--- config.mk ---
export PLATFORM = sky130hd
export DESIGN_NAME = obl_top
export DESIGN_NICKNAME = d
export VERILOG_FILES = /design/src/common/obl_pkg.sv /design/src/core/obl_top.sv /design/src/core/obl_store.sv
export SDC_FILE = /design/constraint.sdc
export NUM_CORES = 1
export LEC_CHECK = 0
export BUFFER_PORTS_ARGS = -buffer_cell sky130_fd_sc_hd__buf_2
export CORE_UTILIZATION = 45
export DETAILED_ROUTE_END_ITERATION = 7
export PLACE_DENSITY = 0.6
export SYNTH_ARGS = -nofsm -noshare
export SYNTH_HDL_FRONTEND = slang
export SYNTH_SLANG_ARGS = --single-unit
export TNS_END_PERCENT = 100
--- constraint.sdc ---
create_clock -name CORE_CLK -period 15.1 [get_ports CORE_CLK]
set_input_delay 0.755 -clock CORE_CLK [delete_from_list [all_inputs] [get_ports CORE_CLK]]
set_output_delay 0.755 -clock CORE_CLK [all_outputs]
set_load 0.01 [all_outputs]
--- src/common/obl_pkg.sv ---
// Purpose: shared constants and types for the option byte loader
// Assumes: 32-bit apb data, one aligned word per register
// Notes:   option storage holds 64-bit words, value low and inverse high
package obl_pkg;

  // --------
  // register map (byte offsets on apb)
  // --------
  localparam logic [11:0] OBL_ADDR_CTRL   = 12'h000;
  localparam logic [11:0] OBL_ADDR_KEY    = 12'h004;
  localparam logic [11:0] OBL_ADDR_STAT   = 12'h008;
  localparam logic [11:0] OBL_ADDR_USER   = 12'h00C;
  localparam logic [11:0] OBL_ADDR_AREA_A = 12'h010;
  localparam logic [11:0] OBL_ADDR_AREA_B = 12'h014;
  localparam logic [11:0] OBL_ADDR_MKEY   = 12'h018;

  // --------
  // storage addresses of the option words
  // --------
  localparam logic [31:0] OBL_STORE_USER   = 32'h1FFF7800;
  localparam logic [31:0] OBL_STORE_AREA_A = 32'h1FFF7818;
  localparam logic [31:0] OBL_STORE_AREA_B = 32'h1FFF7820;
  localparam int          OBL_WORDS        = 3;

  // --------
  // control register fields
  // --------
  localparam int OBL_CTRL_START  = 17;
  localparam int OBL_CTRL_LAUNCH = 27;
  localparam int OBL_CTRL_GUARD  = 30;
  localparam int OBL_CTRL_LOCK   = 31;

  // status fields
  localparam int OBL_STAT_BUSY   = 16;
  localparam int OBL_STAT_VERR   = 15;
  localparam int OBL_STAT_KEYERR = 14;

  // --------
  // user option fields
  // --------
  localparam int OBL_BIT_BOOT0   = 26;
  localparam int OBL_BIT_BOOT1   = 25;
  localparam int OBL_BIT_BOOTSEL = 24;
  localparam int OBL_BIT_PARITY  = 22;
  localparam int OBL_BIT_WWDG    = 19;
  localparam int OBL_BIT_IWSTBY  = 18;
  localparam int OBL_BIT_IWSTOP  = 17;
  localparam int OBL_BIT_IWSW    = 16;
  localparam int OBL_BIT_RSTSTBY = 14;
  localparam int OBL_BIT_RSTSTOP = 13;
  localparam int OBL_RDP_MSB     = 7;
  localparam int OBL_RDP_LSB     = 0;
  localparam int OBL_LAST_MSB    = 21;
  localparam int OBL_LAST_LSB    = 16;
  localparam int OBL_FIRST_MSB   = 5;
  localparam int OBL_FIRST_LSB   = 0;

  localparam logic [31:0] OBL_USER_MASK = 32'h07CF60FF;
  localparam logic [31:0] OBL_AREA_MASK = 32'h003F003F;
  // mismatch defaults: all user bits 1 with level 1, area first above last
  localparam logic [31:0] OBL_USER_DFLT = 32'h07CF60FF;
  localparam logic [31:0] OBL_AREA_DFLT = 32'h0000003F;

  localparam logic [7:0] OBL_RDP_L0 = 8'hAA;
  localparam logic [7:0] OBL_RDP_L2 = 8'hCC;

  // --------
  // keys
  // --------
  localparam logic [31:0] OBL_OPT_KEY1  = 32'h08192A3B;
  localparam logic [31:0] OBL_OPT_KEY2  = 32'h4C5D6E7F;
  localparam logic [31:0] OBL_MAIN_KEY1 = 32'h45670123;
  localparam logic [31:0] OBL_MAIN_KEY2 = 32'hCDEF89AB;

  // --------
  // timing
  // --------
  localparam int OBL_CLK_MHZ       = 40;
  localparam int OBL_ERASE_US      = 22;
  localparam int OBL_PROG_US       = 85;
  localparam int OBL_ERASE_CYC     = OBL_ERASE_US * OBL_CLK_MHZ;
  localparam int OBL_PROG_CYC      = OBL_PROG_US * OBL_CLK_MHZ;
  localparam int OBL_RESET_CYC     = 8;

  // boot targets
  typedef enum logic [1:0]
  {
    OBL_BOOT_MAIN = 2'b00,
    OBL_BOOT_SYS  = 2'b01,
    OBL_BOOT_SRAM = 2'b10
  } obl_boot_type;

  // read protect levels
  typedef enum logic [1:0]
  {
    OBL_LVL0 = 2'b00,
    OBL_LVL1 = 2'b01,
    OBL_LVL2 = 2'b10
  } obl_level_type;

  typedef enum logic [2:0]
  {
    OBL_ST_LOAD_RD = 3'b000,
    OBL_ST_LOAD_WT = 3'b001,
    OBL_ST_IDLE    = 3'b010,
    OBL_ST_ERASE   = 3'b011,
    OBL_ST_PROG    = 3'b100,
    OBL_ST_RESET   = 3'b101
  } obl_state_type;

endpackage

--- src/core/obl_top.sv ---
// Purpose: option byte loader with key unlock, erase-program update and load check
// Assumes: apb slave on CORE_CLK, storage modelled on chip
// Notes:   launch request issues a system reset pulse and reruns the load
//
// Functional notes
// - boot zero from pin when select bit 0, else stored option bit
// - boot one with boot zero picks main memory, sram or system memory
// - parity bit 0 enables sram parity check, 1 disables it
// - window watchdog hardware-started at 0, software-started at 1
// - standby bit 0 freezes independent watchdog in standby
// - stop bit 0 freezes independent watchdog in stop
// - independent watchdog hardware-started at 0, software-started at 1
// - standby reset bit 0 resets on standby entry
// - stop reset bit 0 resets on stop entry
// - protect byte 0xAA is level 0, 0xCC level 2, else level 1
// - area word: last page in 21:16, first page in 5:0
// - options stay locked until main unlock then both option keys
// - wrong option key locks options until system reset and errors the bus
// - setting main lock also sets option guard; guard settable directly
// - start erases option page then programs all words
// - start writes inverted value into complement half
// - programmed values not applied; reads return the written register values
// - load after power reset or launch, launch makes a system reset
// - load reads each double word, copies it when complement matches
// - load ignores error-correction results
// - mismatch sets verify error and forces defaults
// - system reset copies loaded values into readable writable registers
// - stored word: value in low half, inverse in high half
//
// Register access over APB was chosen for this implementation.
`timescale 1ns/100ps
module obl_top
#(
  parameter int ERASE_CYC = obl_pkg::OBL_ERASE_CYC,
  parameter int PROG_CYC  = obl_pkg::OBL_PROG_CYC
)
(
  // clock and reset
  input  wire logic                  CORE_CLK,
  input  wire logic                  RESET_N,
  // apb slave
  input  wire logic                  PSEL,
  input  wire logic                  PENABLE,
  input  wire logic                  PWRITE,
  input  wire logic [11:0]           PADDR,
  input  wire logic [31:0]           PWDATA,
  output      logic [31:0]           PRDATA,
  output      logic                  PREADY,
  output      logic                  PSLVERR,
  // pins and system
  input  wire logic                  BOOT_PIN,
  output      logic                  SYS_RESET_N,
  output      logic                  HARD_FAULT,
  // applied configuration
  output      obl_pkg::obl_boot_type BOOT_TARGET,
  output      logic                  SRAM_PARITY_EN,
  output      logic                  WWDG_HW_START,
  output      logic                  IWDG_HW_START,
  output      logic                  IWDG_STANDBY_FREEZE,
  output      logic                  INDEP_WATCHDOG_STOP_RUN_FREEZE,
  output      logic                  STANDBY_RESET_EN,
  output      logic                  STOP_RESET_EN,
  output      obl_pkg::obl_level_type PROTECT_LEVEL,
  output      logic [5:0]            AREA_A_FIRST,
  output      logic [5:0]            AREA_A_LAST,
  output      logic [5:0]            AREA_B_FIRST,
  output      logic [5:0]            AREA_B_LAST
);
  import obl_pkg::*;

  localparam int CNT_W = 16;
  localparam logic [CNT_W-1:0] ERASE_N = CNT_W'(ERASE_CYC);
  localparam logic [CNT_W-1:0] PROG_N  = CNT_W'(PROG_CYC);
  localparam logic [CNT_W-1:0] RST_N   = CNT_W'(OBL_RESET_CYC);
  localparam logic [1:0]       LAST_W  = 2'(OBL_WORDS - 1);

  // --------
  // state
  // --------
  typedef struct packed
  {
    obl_state_type    st;
    logic [1:0]       idx;
    logic [CNT_W-1:0] cnt;
    logic             lock;
    logic             guard;
    logic             key_stage;
    logic             main_stage;
    logic             key_dead;
    logic             busy;
    logic             verr;
    logic [31:0]      user;
    logic [31:0]      area_a;
    logic [31:0]      area_b;
    logic [31:0]      ld_user;
    logic [31:0]      ld_area_a;
    logic [31:0]      ld_area_b;
    logic [31:0]      rdata;
    logic             ready;
    logic             slverr;
    logic             fault;
    logic             sys_rst_n;
    logic             boot_s1;
    logic             boot_s2;
  } obl_regs_type;

  obl_regs_type r, n;
  logic [63:0]  st_rd;
  logic         st_erase;
  logic         st_wr;
  logic [63:0]  st_wdata;

  // --------
  // helpers
  // --------
  function automatic obl_level_type level_of(input logic [7:0] v);
    if (v == OBL_RDP_L0)
      return OBL_LVL0;
    else if (v == OBL_RDP_L2)
      return OBL_LVL2;
    return OBL_LVL1;
  endfunction

  function automatic logic [31:0] word_for(input logic [1:0] i, input obl_regs_type s);
    if (i == 2'd0)
      return s.user;
    else if (i == 2'd1)
      return s.area_a;
    return s.area_b;
  endfunction

  function automatic logic [31:0] dflt_for(input logic [1:0] i);
    return (i == 2'd0) ? OBL_USER_DFLT : OBL_AREA_DFLT;
  endfunction

  obl_store #(.ADDR_W(2)) u_store
  (
    .clk     (CORE_CLK),
    .erase   (st_erase),
    .wr_en   (st_wr),
    .addr    (r.idx),
    .wr_data (st_wdata),
    .rd_data (st_rd)
  );

  // --------
  // next state
  // --------
  always_comb
  begin
    logic        acc;
    logic [31:0] w;
    logic [31:0] wv;
    n        = r;
    wv       = 32'h00000000;
    acc      = PSEL && PENABLE && !r.ready;
    w        = word_for(r.idx, r);
    st_erase = 1'b0;
    st_wr    = 1'b0;
    st_wdata = {~w, w};
    n.ready  = 1'b0;
    n.slverr = 1'b0;
    n.fault  = 1'b0;
    n.boot_s1 = BOOT_PIN;
    n.boot_s2 = r.boot_s1;
    n.sys_rst_n = 1'b1;
    case (r.st)
      OBL_ST_LOAD_RD:
      begin
        n.st = OBL_ST_LOAD_WT;
      end
      OBL_ST_LOAD_WT:
      begin
        // raw halves compared, no error correction; unknown content counts as mismatch
        if (st_rd[31:0] == ~st_rd[63:32])
          wv = st_rd[31:0];
        else
        begin
          wv     = dflt_for(r.idx);
          n.verr = 1'b1;
        end
        if (r.idx == 2'd0)
          n.ld_user = wv & OBL_USER_MASK;
        else if (r.idx == 2'd1)
          n.ld_area_a = wv & OBL_AREA_MASK;
        else
          n.ld_area_b = wv & OBL_AREA_MASK;
        if (r.idx == LAST_W)
        begin
          n.idx = 2'd0;
          n.st  = OBL_ST_IDLE;
        end
        else
        begin
          n.idx = r.idx + 2'd1;
          n.st  = OBL_ST_LOAD_RD;
        end
      end
      OBL_ST_IDLE:
      begin
        // copy happens once per load, in the same cycle as its last word
        if (r.busy)
          n.busy = 1'b0;
      end
      OBL_ST_ERASE:
      begin
        st_erase = (r.cnt == '0);
        n.cnt    = r.cnt + 1'b1;
        if (r.cnt == ERASE_N)
        begin
          n.cnt = '0;
          n.idx = 2'd0;
          n.st  = OBL_ST_PROG;
        end
      end
      OBL_ST_PROG:
      begin
        st_wr = (r.cnt == '0);
        n.cnt = r.cnt + 1'b1;
        if (r.cnt == PROG_N)
        begin
          n.cnt = '0;
          if (r.idx == LAST_W)
          begin
            n.idx  = 2'd0;
            n.busy = 1'b0;
            n.st   = OBL_ST_IDLE;
          end
          else
            n.idx = r.idx + 2'd1;
        end
      end
      OBL_ST_RESET:
      begin
        n.sys_rst_n = 1'b0;
        n.cnt       = r.cnt + 1'b1;
        if (r.cnt == RST_N)
        begin
          n.cnt   = '0;
          n.idx   = 2'd0;
          n.lock  = 1'b1;
          n.guard = 1'b1;
          n.key_stage  = 1'b0;
          n.main_stage = 1'b0;
          n.key_dead   = 1'b0;
          n.st    = OBL_ST_LOAD_RD;
        end
      end
      default:
      begin
        n.st = OBL_ST_IDLE;
      end
    endcase
    if (r.st == OBL_ST_LOAD_WT && r.idx == LAST_W)
    begin
      n.user   = n.ld_user;
      n.area_a = n.ld_area_a;
      n.area_b = n.ld_area_b;
    end
    // --------
    // apb access
    // --------
    if (acc)
    begin
      n.ready = 1'b1;
      n.rdata = 32'h00000000;
      if (PADDR == OBL_ADDR_CTRL)
      begin
        if (PWRITE)
        begin
          if (PWDATA[OBL_CTRL_LOCK])
          begin
            n.lock  = 1'b1;
            n.guard = 1'b1;
          end
          if (PWDATA[OBL_CTRL_GUARD])
            n.guard = 1'b1;
          if (!r.lock && !r.guard && PWDATA[OBL_CTRL_START] && !r.busy && r.st == OBL_ST_IDLE)
          begin
            n.busy = 1'b1;
            n.cnt  = '0;
            n.st   = OBL_ST_ERASE;
          end
          if (!r.lock && !r.guard && PWDATA[OBL_CTRL_LAUNCH] && !r.busy)
          begin
            n.cnt = '0;
            n.st  = OBL_ST_RESET;
          end
        end
        n.rdata[OBL_CTRL_LOCK]  = r.lock;
        n.rdata[OBL_CTRL_GUARD] = r.guard;
      end
      else if (PADDR == OBL_ADDR_MKEY)
      begin
        if (PWRITE && r.lock)
        begin
          if (!r.main_stage && PWDATA == OBL_MAIN_KEY1)
            n.main_stage = 1'b1;
          else if (r.main_stage && PWDATA == OBL_MAIN_KEY2)
          begin
            n.lock       = 1'b0;
            n.main_stage = 1'b0;
          end
          else
          begin
            n.main_stage = 1'b0;
            n.slverr     = 1'b1;
          end
        end
      end
      else if (PADDR == OBL_ADDR_KEY)
      begin
        if (PWRITE)
        begin
          if (!r.key_dead && !r.lock && r.guard && !r.key_stage && PWDATA == OBL_OPT_KEY1)
            n.key_stage = 1'b1;
          else if (!r.key_dead && !r.lock && r.guard && r.key_stage && PWDATA == OBL_OPT_KEY2)
          begin
            n.guard     = 1'b0;
            n.key_stage = 1'b0;
          end
          else
          begin
            n.key_dead = 1'b1;
            n.key_stage = 1'b0;
            n.slverr   = 1'b1;
            n.fault    = 1'b1;
          end
        end
      end
      else if (PADDR == OBL_ADDR_STAT)
      begin
        if (PWRITE && PWDATA[OBL_STAT_VERR] && r.st != OBL_ST_LOAD_WT)
          n.verr = 1'b0;
        n.rdata[OBL_STAT_BUSY]   = r.busy;
        n.rdata[OBL_STAT_VERR]   = r.verr;
        n.rdata[OBL_STAT_KEYERR] = r.key_dead;
      end
      else if (PADDR == OBL_ADDR_USER)
      begin
        if (PWRITE && !r.guard && !r.busy)
          n.user = PWDATA & OBL_USER_MASK;
        n.rdata = r.user;
      end
      else if (PADDR == OBL_ADDR_AREA_A)
      begin
        if (PWRITE && !r.guard && !r.busy)
          n.area_a = PWDATA & OBL_AREA_MASK;
        n.rdata = r.area_a;
      end
      else if (PADDR == OBL_ADDR_AREA_B)
      begin
        if (PWRITE && !r.guard && !r.busy)
          n.area_b = PWDATA & OBL_AREA_MASK;
        n.rdata = r.area_b;
      end
      else
        n.slverr = 1'b1;
    end
  end

  // --------
  // registers
  // --------
  always_ff @(posedge CORE_CLK or negedge RESET_N)
  begin
    if (!RESET_N)
    begin
      r            <= '0;
      r.st         <= OBL_ST_LOAD_RD;
      r.lock       <= 1'b1;
      r.guard      <= 1'b1;
      r.sys_rst_n  <= 1'b0;
      r.ld_user    <= OBL_USER_DFLT;
      r.ld_area_a  <= OBL_AREA_DFLT;
      r.ld_area_b  <= OBL_AREA_DFLT;
    end
    else
      r <= n;
  end

  // --------
  // applied configuration, from loaded copy and synchronised boot pin only
  // --------
  logic boot0_sel;
  always_comb
  begin
    boot0_sel = r.ld_user[OBL_BIT_BOOTSEL] ? r.ld_user[OBL_BIT_BOOT0] : r.boot_s2;
  end

  always_ff @(posedge CORE_CLK or negedge RESET_N)
  begin
    if (!RESET_N)
    begin
      PRDATA  <= 32'h00000000;
      PREADY  <= 1'b0;
      PSLVERR <= 1'b0;
      SYS_RESET_N <= 1'b0;
      HARD_FAULT  <= 1'b0;
      BOOT_TARGET <= OBL_BOOT_MAIN;
      SRAM_PARITY_EN <= 1'b0;
      WWDG_HW_START  <= 1'b0;
      IWDG_HW_START  <= 1'b0;
      IWDG_STANDBY_FREEZE <= 1'b0;
      INDEP_WATCHDOG_STOP_RUN_FREEZE    <= 1'b0;
      STANDBY_RESET_EN    <= 1'b0;
      STOP_RESET_EN       <= 1'b0;
      PROTECT_LEVEL <= OBL_LVL1;
      AREA_A_FIRST  <= 6'h00;
      AREA_A_LAST   <= 6'h00;
      AREA_B_FIRST  <= 6'h00;
      AREA_B_LAST   <= 6'h00;
    end
    else
    begin
      PRDATA  <= n.rdata;
      PREADY  <= n.ready;
      PSLVERR <= n.slverr;
      SYS_RESET_N <= n.sys_rst_n;
      HARD_FAULT  <= n.fault;
      if (!boot0_sel)
        BOOT_TARGET <= OBL_BOOT_MAIN;
      else if (r.ld_user[OBL_BIT_BOOT1])
        BOOT_TARGET <= OBL_BOOT_SYS;
      else
        BOOT_TARGET <= OBL_BOOT_SRAM;
      SRAM_PARITY_EN <= !r.ld_user[OBL_BIT_PARITY];
      WWDG_HW_START  <= !r.ld_user[OBL_BIT_WWDG];
      IWDG_STANDBY_FREEZE <= !r.ld_user[OBL_BIT_IWSTBY];
      INDEP_WATCHDOG_STOP_RUN_FREEZE    <= !r.ld_user[OBL_BIT_IWSTOP];
      IWDG_HW_START  <= !r.ld_user[OBL_BIT_IWSW];
      STANDBY_RESET_EN <= !r.ld_user[OBL_BIT_RSTSTBY];
      STOP_RESET_EN    <= !r.ld_user[OBL_BIT_RSTSTOP];
      PROTECT_LEVEL <= level_of(r.ld_user[OBL_RDP_MSB:OBL_RDP_LSB]);
      AREA_A_FIRST  <= r.ld_area_a[OBL_FIRST_MSB:OBL_FIRST_LSB];
      AREA_A_LAST   <= r.ld_area_a[OBL_LAST_MSB:OBL_LAST_LSB];
      AREA_B_FIRST  <= r.ld_area_b[OBL_FIRST_MSB:OBL_FIRST_LSB];
      AREA_B_LAST   <= r.ld_area_b[OBL_LAST_MSB:OBL_LAST_LSB];
    end
  end

endmodule // obl_top

--- src/core/obl_store.sv ---
// Purpose: option storage page, four 64-bit words
// Assumes: registered read data, erase sets all bits
// Notes:   contents survive system reset, only erase and write change them
`timescale 1ns/100ps
module obl_store
#(
  parameter int ADDR_W = 2
)
(
  // clock
  input  wire logic              clk,
  // access
  input  wire logic              erase,
  input  wire logic              wr_en,
  input  wire logic [ADDR_W-1:0] addr,
  input  wire logic [63:0]       wr_data,
  output      logic [63:0]       rd_data
);

  logic [63:0] mem [0:(1<<ADDR_W)-1];

  // --------
  // storage array
  // --------
  // no reset: nonvolatile content must outlive every reset
  always_ff @(posedge clk)
  begin
    if (erase)
    begin
      for (int i = 0; i < (1<<ADDR_W); i++)
        mem[i] <= {64{1'b1}};
    end
    else if (wr_en)
      mem[addr] <= wr_data;
    rd_data <= mem[addr];
  end

endmodule // obl_store

==> reports/qor.csv <==
stage,metric,value,unit
timing,worstMarginPinSlew,1.14,ns
timing,rsz0062_at_grt,no,
outcome,status,completed,
logic_synthesis,synth_most_common_cell,nand2_1,
timing,slew_headroom,0.240,
clock_tree,cts.sinks,593,
timing,fin_crit,3.98,ns
clock_tree,cts.clk_slew.worst_paths,0.06,ns
clock_tree,cts_inserted_buffers,59,
worst_setup_path,required,15.34,ns
clock_tree,post_cts_buffers,0,
worst_setup_path,reg2reg_slack,11.12,ns
grt,grt_pass1_wl,101000,um
placement,gp_congestion,0.845,
clock_tree,htreeDepth,2,
worst_setup_path,crit_path_start_kind,register,
grt,first_global_vias,16700,
grt,grtUsageTotal,0.237,
worst_setup_path,r2r-end,u_store.mem[0][3]$_SDFFCE_PN1P_,
logic_synthesis,synth_cell_types,68,
logic_synthesis,synth_fp_nets,2092,
logic_synthesis,synth_warnings,0,
power_and_ir_drop,leakage,11.1,nW
routing,postRouteAntennaNets,0,
routing,vias,16300,
grt,grt-ovfl-total,0,
logic_synthesis,ys_seq_area_frac,0.643,
min_path,min_path_type,in -> async,
worst_setup_path,cp_cell_sequence,"inv_1, ha_1, or3b_1, nor4_4, and2_2, buf_4, nand2_1, nand2_2, buf_4",
worst_setup_path,path_max_fanout,66,
clock_tree,tritoncts,built,
floorplan,start_util,0.457,
final_layout,nNetsFinal,2137,
grt,grt_max_degree,159,
clock_tree,clock_latency,0.62,ns
timing,hold_ws,0.203,ns
placement,port_buffers,120,
placement,dp_hpwl,38800,um
clock_tree,cts.path.max_buffers,3,
worst_setup_path,crit_path_frequent_cell,buf_4,
final_layout,diodes,0,
logic_synthesis,synth_top_cell_area_share,0.312,
logic_synthesis,synth_async_sr_flop_share,0.460,
routing,post_drt_wl_per_cell,23.1,um
final_layout,fillers,4700,
clock_tree,cts_root_buffer,clkbuf_16,
power_and_ir_drop,p_per_area,115,mW/mm2
logic_synthesis,synthCells,2040,
timing,maxSlewViolCount,0,
routing,drt_first_pass_iters,5,
logic_synthesis,syn-cell-area,0.0246,mm2
clock_tree,hold_buffers,0,
logic_synthesis,synthFlopType,edfxtp_1,
floorplan,die_area,0.0557,mm2
power_and_ir_drop,max-vdd-ir-drop,0.0000861,V
placement,dp_slack,11.08,ns
floorplan,dieWidth,236,um
floorplan,io_pins,121,
worst_setup_path,crit_path_end_kind,register,
grt,antenna_found_initial,3,
timing,setup_ws,11.12,ns
routing,vias_per_cell,5.77,
routing,drc,0,
floorplan,rows,85,
routing,drt-total-wl,65300,um
timing,fmax,0.251,GHz
flow_run,maxCapViolations,0,
final_layout,synthToLayoutAreaGrowth,11.6,%
final_layout,utilization,0.510,
logic_synthesis,synth_top_area_cell,edfxtp_1,
logic_synthesis,syn_avg_cell_area,12.1,um2
floorplan,die_h,236,um
timing,period_share,0.264,
worst_setup_path,timing.rr.start,r[237]$_DFF_PN0_,
logic_synthesis,ys_ff_latch,593,
worst_setup_path,cp.arrival,4.21,ns
worst_setup_path,crit_path_top_delay_cell,buf_4,
clock_tree,cts_resized,0,
worst_setup_path,cpPeakStageDelay,0.77,ns
logic_synthesis,yosys-top-cells-count,"482 x nand2_1, 256 x edfxtp_1, 239 x dfrtp_1",
timing,setup_violations,0,
logic_synthesis,synth_area_leaders,"edfxtp_1 31%, dfrtp_1 24%, nand2_1 7.3%",
timing,hold_violations,0,
worst_setup_path,worstSetupPathType,reg -> reg,
routing,drtIter0Drc,1532,
power_and_ir_drop,power.total,3.15,mW
timing,final.setup.tns,0,ns
timing,skew,0.0189,ns
floorplan,core_area,0.0539,mm2
worst_setup_path,r2r_cells,9,
logic_synthesis,synth_edf_count,256,
final_layout,drive_gt1_frac,0.165,
through the flow:
step,instance area (um2),instances
6_report,27500,2831
3_5_place_dp,25600,2720
3_3_place_gp,25600,2720
5_1_grt,27500,2831
2_1_floorplan,24600,2040
4_1_cts,27500,2831
flip-flops by register name, summed over array words and instances (netlist names), 2 cells and up:
name / flops
AREA_A_FIRST: 6
u_store.rd_data: 64
AREA_A_LAST: 6
BOOT_TARGET: 2
r: 201
AREA_B_LAST: 6
AREA_B_FIRST: 6
PRDATA: 32
u_store.mem: 256
PROTECT_LEVEL: 2
layout by cell type (no fill, tap or decap), types with 24 or more instances in the layout:
| cell | netlist | layout |
|---|---|---|
| mux2i_1 | 38 | 38 |
| dfrtp_1 | 239 | 237 |
| o21a_1 | 32 | 32 |
| nor3_1 | 29 | 28 |
| nand2_1 | 482 | 480 |
| clkbuf_16 | 0 | 61 |
| xor2_1 | 36 | 36 |
| a21oi_1 | 56 | 56 |
| a22oi_1 | 57 | 57 |
| buf_2 | 28 | 119 |
| dfxtp_1 | 64 | 64 |
| nor2b_1 | 42 | 42 |
| nand4_1 | 27 | 27 |
| edfxtp_1 | 256 | 256 |
| mux4_2 | 64 | 64 |
| nor2_1 | 78 | 73 |
| or3_1 | 30 | 30 |
| o21ai_0 | 103 | 101 |
| dfstp_2 | 34 | 34 |
| and3_1 | 32 | 31 |
| clkbuf_1 | 81 | 24 |
worst max path at each step:
stage / cells past startpoint / end / slack, ns / start
global placement: 9 / u_store.mem[2][41]$_SDFFCE_PN1P_ / 11.13 / r[237]$_DFF_PN0_
detailed placement: 9 / u_store.mem[0][41]$_SDFFCE_PN1P_ / 11.08 / r[237]$_DFF_PN0_
finish: 9 / u_store.mem[0][3]$_SDFFCE_PN1P_ / 11.12 / r[237]$_DFF_PN0_
global route: 9 / u_store.mem[2][51]$_SDFFCE_PN1P_ / 10.91 / r[237]$_DFF_PN0_
floorplan: 7 / u_store.mem[3][0]$_DFFE_PP_ / 8.38 / r[237]$_DFF_PN0_
CTS: 9 / u_store.mem[0][36]$_SDFFCE_PN1P_ / 11.08 / r[237]$_DFF_PN0_
worst max-delay path, delay by kind of cell, from the launching register on:
| kind | cells | cell delay (ns) |
|---|---|---|
| AND/OR/NAND/NOR | 5 | 1.32 |
| buffers and inverters | 3 | 1.60 |
| flip-flops | 1 | 0.43 |
| adder cells (fa/ha/maj) | 1 | 0.13 |
kinds of logic after synthesis:
logic type | after synthesis | share of synthesized area
simple gates | 800 | 0.148
flops | 593 | 0.643
compound gates | 315 | 0.0808
buf+inv | 181 | 0.0357
mux | 102 | 0.0740
xor+xnor | 47 | 0.0167
fa+ha+maj | 2 | 0.00102
power by group:
part	switching (mW)	internal (mW)	leakage, nW
clock network	0.620	0.817	0.920
logic	0.0320	0.00892	3.33
registers	0.000304	1.67	6.81
routing by layer:
layer  track usage  vias up  share of wire
li1              -     7338              -
met1         0.325     8359           0.43
met2         0.384      514           0.48
met3        0.0406      112          0.061
met4        0.0802        2          0.028
met5             0        -        0.00020
final cells by class:
cell class                 count  area [um2]  share of cell area
timing repair buffer         143         808              0.0294
inverter                      22        82.6             0.00300
tap                          696         871              0.0317
sequential                   593       15900               0.577
clock inverter                18         153             0.00555
multi-input combinational   1266        8000               0.291
clock buffer                  93        1730              0.0628
Power figures use the tool's default switching activity.
